### config.mk
export PLATFORM = sky130hd
export DESIGN_NAME = accumulator_rotate_round_unit
export DESIGN_NICKNAME = d
export VERILOG_FILES = /design/src/core/rotate_unit_pkg.sv /design/src/core/accumulator_rotate_round_unit.sv
export SDC_FILE = /design/constraint.sdc
export NUM_CORES = 1
export LEC_CHECK = 0
export BUFFER_PORTS_ARGS = -buffer_cell sky130_fd_sc_hd__buf_2
export CORE_ASPECT_RATIO = 1.75
export CORE_MARGIN = 4
export CORE_UTILIZATION = 35
export CTS_BUF_LIST = sky130_fd_sc_hd__clkbuf_4 sky130_fd_sc_hd__clkbuf_8 sky130_fd_sc_hd__clkbuf_16
export CTS_CLUSTER_DIAMETER = 120
export DETAILED_ROUTE_END_ITERATION = 10
export PLACE_DENSITY = 0.56
export SETUP_SLACK_MARGIN = 0.15
export SLEW_MARGIN = 20
export SYNTH_ARGS = -nofsm -noshare
export SYNTH_HDL_FRONTEND = slang
export SYNTH_SLANG_ARGS = --single-unit
### constraint.sdc
create_clock -name clk_sys -period 6.7 [get_ports clk_sys]
set_clock_uncertainty 0.2 [all_clocks]
set_input_delay 0.335 -clock clk_sys [delete_from_list [all_inputs] [get_ports clk_sys]]
set_output_delay 0.335 -clock clk_sys [all_outputs]
set_load 0.005 [all_outputs]
### src/core/rotate_unit_pkg.sv
// Package with encodings, widths and timing constants of the rotate and round unit.
package rotate_unit_pkg;
    localparam int unsigned DATA_W        = 32;
    localparam int unsigned COUNT_W       = 4;
    localparam int unsigned LEN_SHORT     = 1;
    localparam int unsigned LEN_LONG      = 2;
    localparam int unsigned SINGLE_CYCLES = 1;
    localparam int unsigned ROUND_LIMIT   = 5;
    localparam logic [DATA_W-1:0] ACC_RESET = 32'h0000_0000;

    typedef enum logic [1:0] {ACC_X, ACC_Y, ACC_Z, ACC_R} acc_sel_t;
    typedef enum logic [2:0] {OP_NONE, OP_ROTATE_LEFT, OP_ROTATE_RIGHT, OP_SET_CARRY,
                              OP_ROUND} op_code_t;
    typedef enum {ST_IDLE, ST_REPEAT} state_t;
endpackage : rotate_unit_pkg

### src/core/accumulator_rotate_round_unit.sv
// Execution unit for rotate through carry, carry set and rounding call.
`timescale 1ns/1ns
`default_nettype none
module accumulator_rotate_round_unit
    import rotate_unit_pkg::*;
(
    input  wire logic                 clk_sys,
    input  wire logic                 rst,
    input  wire logic                 op_valid,
    input  wire op_code_t             op_code,
    input  wire acc_sel_t             op_acc,
    input  wire logic                 op_has_count,
    input  wire logic [COUNT_W-1:0]   op_count,
    input  wire logic [DATA_W-1:0]    round_const,
    output logic                      op_ready,
    output logic [1:0]                op_length,
    output logic                      round_call,
    output logic [DATA_W-1:0]         round_const_out,
    output logic [DATA_W-1:0]         acc_x,
    output logic [DATA_W-1:0]         acc_y,
    output logic [DATA_W-1:0]         acc_z,
    output logic [DATA_W-1:0]         acc_r,
    output logic                      flag_carry,
    output logic                      flag_overflow,
    output logic                      flag_sign,
    output logic                      flag_zero,
    output logic                      done
);
    logic [DATA_W-1:0]  acc_q [4];
    logic               c_q, o_q, s_q, z_q;
    state_t             state_q;
    logic [COUNT_W-1:0] left_q;
    logic               dir_left_q;
    acc_sel_t           sel_q;
    logic               done_q, call_q;
    logic [DATA_W-1:0]  const_q;

    // One rotate step through carry on the accumulator currently addressed.
    logic              step_left;
    acc_sel_t          step_sel;
    logic [DATA_W-1:0] step_in, step_out;
    logic              step_c;
    logic              start_rot, do_step;

    assign start_rot = op_valid && op_ready &&
                       (op_code == OP_ROTATE_LEFT || op_code == OP_ROTATE_RIGHT);
    assign step_left = (state_q == ST_REPEAT) ? dir_left_q : (op_code == OP_ROTATE_LEFT);
    assign step_sel  = (state_q == ST_REPEAT) ? sel_q : op_acc;
    assign step_in   = acc_q[step_sel];
    // A counted rotate spends its accept cycle on the count byte and steps only afterwards,
    // which costs one cycle more than the bare steps but keeps the count off the data path.
    assign do_step   = (state_q == ST_REPEAT) || (start_rot && !op_has_count);

    always_comb begin
        if (step_left) begin
            step_out = {step_in[DATA_W-2:0], c_q};
            step_c   = step_in[DATA_W-1];
        end else begin
            step_out = {c_q, step_in[DATA_W-1:1]};
            step_c   = step_in[0];
        end
    end

    // New instructions are accepted only while no repeated rotate is running.
    assign op_ready  = (state_q == ST_IDLE);
    assign op_length = (op_code == OP_ROUND || ((op_code == OP_ROTATE_LEFT ||
                        op_code == OP_ROTATE_RIGHT) && op_has_count)) ?
                        2'(LEN_LONG) : 2'(LEN_SHORT);

    // Sequencer for repeated rotates; each step costs one further cycle.
    always_ff @(posedge clk_sys or posedge rst) begin
        if (rst) begin
            state_q    <= ST_IDLE;
            left_q     <= '0;
            dir_left_q <= 1'b0;
            sel_q      <= ACC_X;
        end else begin
            case (state_q)
                ST_IDLE: begin
                    // Every counted rotate enters the repeat state, so it takes one plus count.
                    // A count of zero is treated as one step so the instruction is never empty.
                    if (start_rot && op_has_count) begin
                        state_q    <= ST_REPEAT;
                        left_q     <= (op_count == '0) ? COUNT_W'(1) : op_count;
                        dir_left_q <= (op_code == OP_ROTATE_LEFT);
                        sel_q      <= op_acc;
                    end
                end
                ST_REPEAT: begin
                    left_q <= left_q - COUNT_W'(1);
                    if (left_q == COUNT_W'(1)) begin
                        state_q <= ST_IDLE;
                    end
                end
                default: state_q <= ST_IDLE;
            endcase
        end
    end

    // Accumulator file; the rotate writes back every step.
    always_ff @(posedge clk_sys or posedge rst) begin
        if (rst) begin
            for (int i = 0; i < 4; i++) begin
                acc_q[i] <= ACC_RESET;
            end
        end else if (do_step) begin
            acc_q[step_sel] <= step_out;
        end
    end

    // Flags are overwritten every step, so after a repeat only the last step shows.
    always_ff @(posedge clk_sys or posedge rst) begin
        if (rst) begin
            c_q <= 1'b0;
            o_q <= 1'b0;
            s_q <= 1'b0;
            z_q <= 1'b0;
        end else if (do_step) begin
            c_q <= step_c;
            o_q <= step_out[DATA_W-1] ^ step_in[DATA_W-1];
            s_q <= step_out[DATA_W-1];
            z_q <= (step_out == '0);
        end else if (op_valid && op_ready && op_code == OP_SET_CARRY) begin
            c_q <= 1'b1;
            o_q <= 1'b0;
        end
    end

    // Completion pulse and the rounding subroutine call request.
    always_ff @(posedge clk_sys or posedge rst) begin
        if (rst) begin
            done_q  <= 1'b0;
            call_q  <= 1'b0;
            const_q <= '0;
        end else begin
            done_q <= (op_valid && op_ready && op_code != OP_NONE &&
                       !(start_rot && op_has_count)) ||
                      (state_q == ST_REPEAT && left_q == COUNT_W'(1));
            call_q <= op_valid && op_ready && op_code == OP_ROUND;
            if (op_valid && op_ready && op_code == OP_ROUND) begin
                // The subroutine rounds x, down below five and up from five.
                const_q <= round_const;
            end
        end
    end

    // Outputs other than op_ready and op_length come straight from flip-flops, so the register side never sees a glitch.
    assign acc_x           = acc_q[ACC_X];
    assign acc_y           = acc_q[ACC_Y];
    assign acc_z           = acc_q[ACC_Z];
    assign acc_r           = acc_q[ACC_R];
    assign flag_carry      = c_q;
    assign flag_overflow   = o_q;
    assign flag_sign       = s_q;
    assign flag_zero       = z_q;
    assign done            = done_q;
    assign round_call      = call_q;
    assign round_const_out = const_q;

    // Checks on the unit's own state and outputs; each names the rule that it guards.
    a_left_step: assert property (@(posedge clk_sys) disable iff (rst)
        (start_rot && op_code == OP_ROTATE_LEFT && !op_has_count) |=>
        acc_q[$past(op_acc)] == {$past(step_in[DATA_W-2:0]), $past(c_q)})
        else $error("Left rotate result wrong.");
    a_left_carry: assert property (@(posedge clk_sys) disable iff (rst)
        (start_rot && op_code == OP_ROTATE_LEFT && !op_has_count) |=>
        c_q == $past(step_in[DATA_W-1]))
        else $error("Left rotate carry wrong.");
    a_right_carry: assert property (@(posedge clk_sys) disable iff (rst)
        (start_rot && op_code == OP_ROTATE_RIGHT && !op_has_count) |=> c_q == $past(step_in[0]))
        else $error("Right rotate carry wrong.");
    a_right_repeat: assert property (@(posedge clk_sys) disable iff (rst)
        (state_q == ST_REPEAT && !dir_left_q) |=> c_q == $past(step_in[0]))
        else $error("Repeated right rotate carry wrong.");
    a_right_fill: assert property (@(posedge clk_sys) disable iff (rst)
        (do_step && !step_left) |=> acc_q[$past(step_sel)][DATA_W-1] == $past(c_q))
        else $error("Right rotate fill wrong.");
    a_repeat_len: assert property (@(posedge clk_sys) disable iff (rst)
        (start_rot && op_has_count && op_count == 4'h3) |=> !op_ready [*3] ##1 op_ready)
        else $error("Repeat length wrong.");
    a_done_count: assert property (@(posedge clk_sys) disable iff (rst)
        (start_rot && op_has_count && op_count == 4'h2) |=> !done ##1 !done ##1 done)
        else $error("Counted rotate done at wrong cycle.");
    a_single_done: assert property (@(posedge clk_sys) disable iff (rst)
        (op_valid && op_ready && op_code != OP_NONE && !(start_rot && op_has_count)) |=> done)
        else $error("Single cycle instruction not done.");
    a_count_accept: assert property (@(posedge clk_sys) disable iff (rst)
        (start_rot && op_has_count) |=> $stable(acc_x) && $stable(acc_y) &&
        $stable(acc_z) && $stable(acc_r))
        else $error("Accept cycle of counted rotate changed data.");
    a_repeat_start: assert property (@(posedge clk_sys) disable iff (rst)
        (start_rot && op_has_count) |=> state_q == ST_REPEAT)
        else $error("Repeat not started.");
    a_busy_quiet: assert property (@(posedge clk_sys) disable iff (rst)
        (state_q == ST_REPEAT) |-> !op_ready && !done)
        else $error("Busy unit accepts or completes.");
    a_flag_last: assert property (@(posedge clk_sys) disable iff (rst)
        do_step |=> (z_q == (acc_q[$past(step_sel)] == '0)) &&
        s_q == acc_q[$past(step_sel)][DATA_W-1])
        else $error("Flags not from last step.");
    a_set_carry: assert property (@(posedge clk_sys) disable iff (rst)
        (op_valid && op_ready && op_code == OP_SET_CARRY) |=> c_q && !o_q && $stable(z_q) && done)
        else $error("Carry set wrong.");
    a_set_keeps: assert property (@(posedge clk_sys) disable iff (rst)
        (op_valid && op_ready && op_code == OP_SET_CARRY) |=> $stable(s_q) && $stable(acc_x))
        else $error("Carry set touched other state.");
    a_round_call: assert property (@(posedge clk_sys) disable iff (rst)
        (op_valid && op_ready && op_code == OP_ROUND) |=>
        round_call && const_q == $past(round_const))
        else $error("Round call missing.");
    a_length_code: assert property (@(posedge clk_sys) disable iff (rst)
        (op_code == OP_ROTATE_LEFT && !op_has_count) |-> op_length == 2'h1)
        else $error("Rotate length wrong.");
endmodule : accumulator_rotate_round_unit
`default_nettype wire

==> key figures <==
Status
  – Status: finished clean

Placed design
  – Final HPWL DP: approximately 18 mm
  – Global placer's final weighted congestion: 0.861
  – # port buffers: around 210
  – Post-Place Setup Slack: 2.60 ns

Worst setup path
  – Critical path start-end classification: register to register
  – Max FO, Critical Path: 34
  – Slowest cell delay on critical path: 0.91 ns
  – Levels on crit path: 8
  – Register-to-register path setup slack: about 2.6 ns
  – Beginning of the critical path: state_q[0]
  – Slowest cell on the critical path: mux2i_4
  – Worst EP arrival: 4.25 ns
  – Cell family with the largest share of critical-path delay: multiplexers
  – Worst flop-to-flop path startpoint: state_q[0]
  – Crit path buf inv count: 1
  – Critical path startpoint category: register
  – Depth of the most critical reg-to-reg path: 8
  – Data required, critical path: 6.83 ns
  – Worst flop-to-flop path endpoint: flag_zero
  – Type of destination of the critical path: register
  – Cell chain of the critical path: mux2i_4, buf_4, mux2i_1, a22oi_1, o21ai_2, nand4_1, or4_1, o31ai_1

Final layout
  – Fraction of layout instances using a drive strength above 1: 30.4%
  – Most frequent standard cell in the layout excluding fill and tap cells: buf_2
  – Commonest cells after routing, fill and taps aside: 213 x buf_2, 174 x nand2_1, 174 x dfrtp_1, 138 x o21ai_0, 60 x mux2i_1
  – Diodes inserted: 0
  – Filler cell count: 2237
  – Area growth, synth to finish: 28.9%
  – Final-stage net count: 1063

Floorplan
  – Initial Util: 35.5%
  – Width of the chip: around 120 um
  – Std-Cell Core Area: 22700 sq um
  – Cell row count: 73
  – Count of pins on the block boundary: ~210
  – Die area: about 26000 sq um
  – Die Y: 208 um

STA
  – Final Hold Violating Endpoints: 0
  – Final Cycle Share: 61.5%
  – Final setup violating endpoints: 0
  – Worst max-slew margin expressed relative to the limit: 34.6%
  – RSZ-0062 raised after global routing: no
  – Worst Slack Setup Final: 2.58 ns
  – Shortest clock period the worst path allows after layout: 4.12 ns
  – Max Clock Freq: roughly 240 MHz
  – Setup TNS Final: 0 ns
  – Slew Viols, Final: 0
  – Tightest Pin Transition: 0.961 ns

Power
  – Peak supply drop: 0.245 mV
  – Power Dens Cells: 496 nW/um^2
  – Pleak: 5.09 nW
  – Total power: 5.14 mW

CTS
  – Sink Count: 174
  – Inserted Clock Buffers: 17
  – Clock tree from TritonCTS: done
  – Number of buffers on the longest clock path: 2
  – Cells resized by post-CTS repair: 0
  – Postcts setup bufs: 0
  – Root Buffer Master: clkbuf_16
  – Clk pin slew, worst setup/hold paths: about 0.060 ns
  – Htree depth: 4
  – Worst-skew pair later-pin latency: 0.43 ns

Synthesis
  – Portion of synthesized cell area occupied by the leading cell type: 54.2%
  – Post-synthesis register bit count: 174
  – Dominant cell type by area after synthesis: dfrtp_1
  – Ranking of synthesized cells by area: dfrtp_1 54%, o21ai_0 8.6%, nand2_1 8.1%, mux2i_1 7.7%, mux2_2 5.3%
  – Share of flip-flops with an asynchronous set or reset: 100%
  – Area of the mapped netlist: 8040 sq um
  – Number of distinct library cells after synthesis: a little under 50
  – Number of synthesized flops with an enable pin: 0
  – Average cell area after synthesis: 10.2 sq um
  – Most common flop cell mapped by yosys: dfrtp_1
  – Count of yosys warnings during synthesis: 0
  – Syn_nets: approximately 840
  – Share of the yosys chip area belonging to registers: 54.2%
  – Post-synthesis cell count: 788

Drt
  – Routed wl met2: 14.1 mm
  – Post-DR wirelength/cell: slightly below 20 um
  – Wirelength, routed: around 26 mm
  – Drt drc: 0
  – Per-cell via count in the routed design: between 5 and 6
  – Pre-Repair DR Iteration Count: 5
  – Post-Route M1 WL: 9.52 mm
  – Uppermost metal layer occupied by signal nets: met4
  – Vias: between 6000 and 7000
  – Post-detailed-route count of antenna-violating nets: 0
  – Initial detailed-routing violation count: a little over 400
  – Detailed-routed wire length on met3: approximately 1.4 mm

Global routing
  – Residual overflow from global routing: 0
  – Vias in the first global route: 7062
  – Global routing usage summed across all routing layers: 20.5%
  – Pin count of the biggest net entering global routing: 76
  – Antenna violations before repair: 0
  – Global-route wire length before repair: 40.2 mm

Hold path
  – Sink of the worst hold path: sel_q[1]
  – Launch point of the worst hold path: op_acc[1]
  – Worst hold path class: input pin to register
  – Worst hold path depth: 2

Flow run
  – # Max-Cap Violations: 0
metrics by stage:
stage | instances | util [%] | area (sq um) | hold WS, ns
2_1_floorplan | 788 | - | 8040 | 0.232
3_3_place_gp | 1261 | 41.4 | 9390 | 0.284
3_5_place_dp | 1261 | 41.5 | 9400 | 0.284
4_1_cts | 1328 | 45.7 | 10400 | 0.00452
5_1_grt | 1328 | 45.7 | 10400 | 0.0287
6_report | 1328 | 45.7 | 10400 | 0.0170
final cells by class:
cell class | instances | area (sq um) | area share (%)
Sequential cell | 174 | 4350 | 42.0
Multi-Input combinational cell | 553 | 3470 | 33.5
Inverter | 9 | 38.8 | 0.374
Clock inverter | 8 | 106 | 1.03
Tap cell | 300 | 375 | 3.62
Timing Repair Buffer | 261 | 1520 | 14.6
Clock buffer | 23 | 495 | 4.78
synthesized netlist by cell type, drive strengths merged (2+ instances only):
cell / instances
a21boi: 2
a21oi: 9
a22oi: 47
a31o: 2
a32oi: 2
and2: 2
and4: 3
buf: 17
clkbuf: 35
dfrtp: 174
ha: 2
inv: 8
mux2: 38
mux2i: 62
mux4: 2
nand2: 177
nand3: 15
nand4: 4
nor2: 6
nor2b: 2
nor3: 13
o21ai: 140
o311ai: 3
or3: 4
xor2: 3
metal layers:
layer / vias to the layer above / global-route usage, %
met1: 3327 / 22.6
met5: - / 0
met3: 32 / 4.81
met2: 213 / 38.0
met4: 0 / 6.57
li1: 3258 / -
worst max path at each step:
stage	endpoint	slack, ns
floorplan	acc_r[0]	1.45
global placement	flag_zero	2.75
detailed placement	flag_zero	2.60
CTS	flag_zero	2.57
global route	flag_zero	2.31
finish	flag_zero	2.58
registers in the layout, indices dropped and copies added (netlist names):
| signal | flops |
|---|---|
| acc_r | 32 |
| round_const_out | 32 |
| acc_x | 32 |
| done | 1 |
| round_call | 1 |
| sel_q | 2 |
| state_q | 1 |
| acc_z | 32 |
| left_q | 4 |
| flag_zero | 1 |
| dir_left_q | 1 |
| flag_overflow | 1 |
| flag_sign | 1 |
| acc_y | 32 |
| flag_carry | 1 |
what timing repair did:
item                                   in CTS  in global routing
hold buffers                               36                  0
setup endpoints to repair                   0                  0
endpoints found under the hold margin     108                  0
power breakdown:
group	switching [mW]	internal, mW
logic	1.30	0.901
registers	0.416	1.51
clock network	0.416	0.597
total	2.13	3.00
cells by family (layout without fill, tap and decap cells):
| group | after synthesis | count (layout) | synth area share (%) |
|---|---|---|---|
| simple gates | 232 | 232 | 12.4 |
| xor+xnor | 4 | 4 | 0.436 |
| buf+inv | 61 | 301 | 3.36 |
| mux | 102 | 102 | 13.6 |
| fa+ha+maj | 2 | 2 | 0.311 |
| flops | 174 | 174 | 54.2 |
| compound gates | 213 | 213 | 15.8 |
worst register-to-register path, stage by stage (launching register included):
cell	delay [ns]
dfrtp_1	0.75
mux2i_4	0.91
buf_4	0.60
mux2i_1	0.32
a22oi_1	0.13
o21ai_2	0.21
nand4_1	0.15
or4_1	0.52
o31ai_1	0.25
Note: power is estimated with default switching activity, not from simulation.
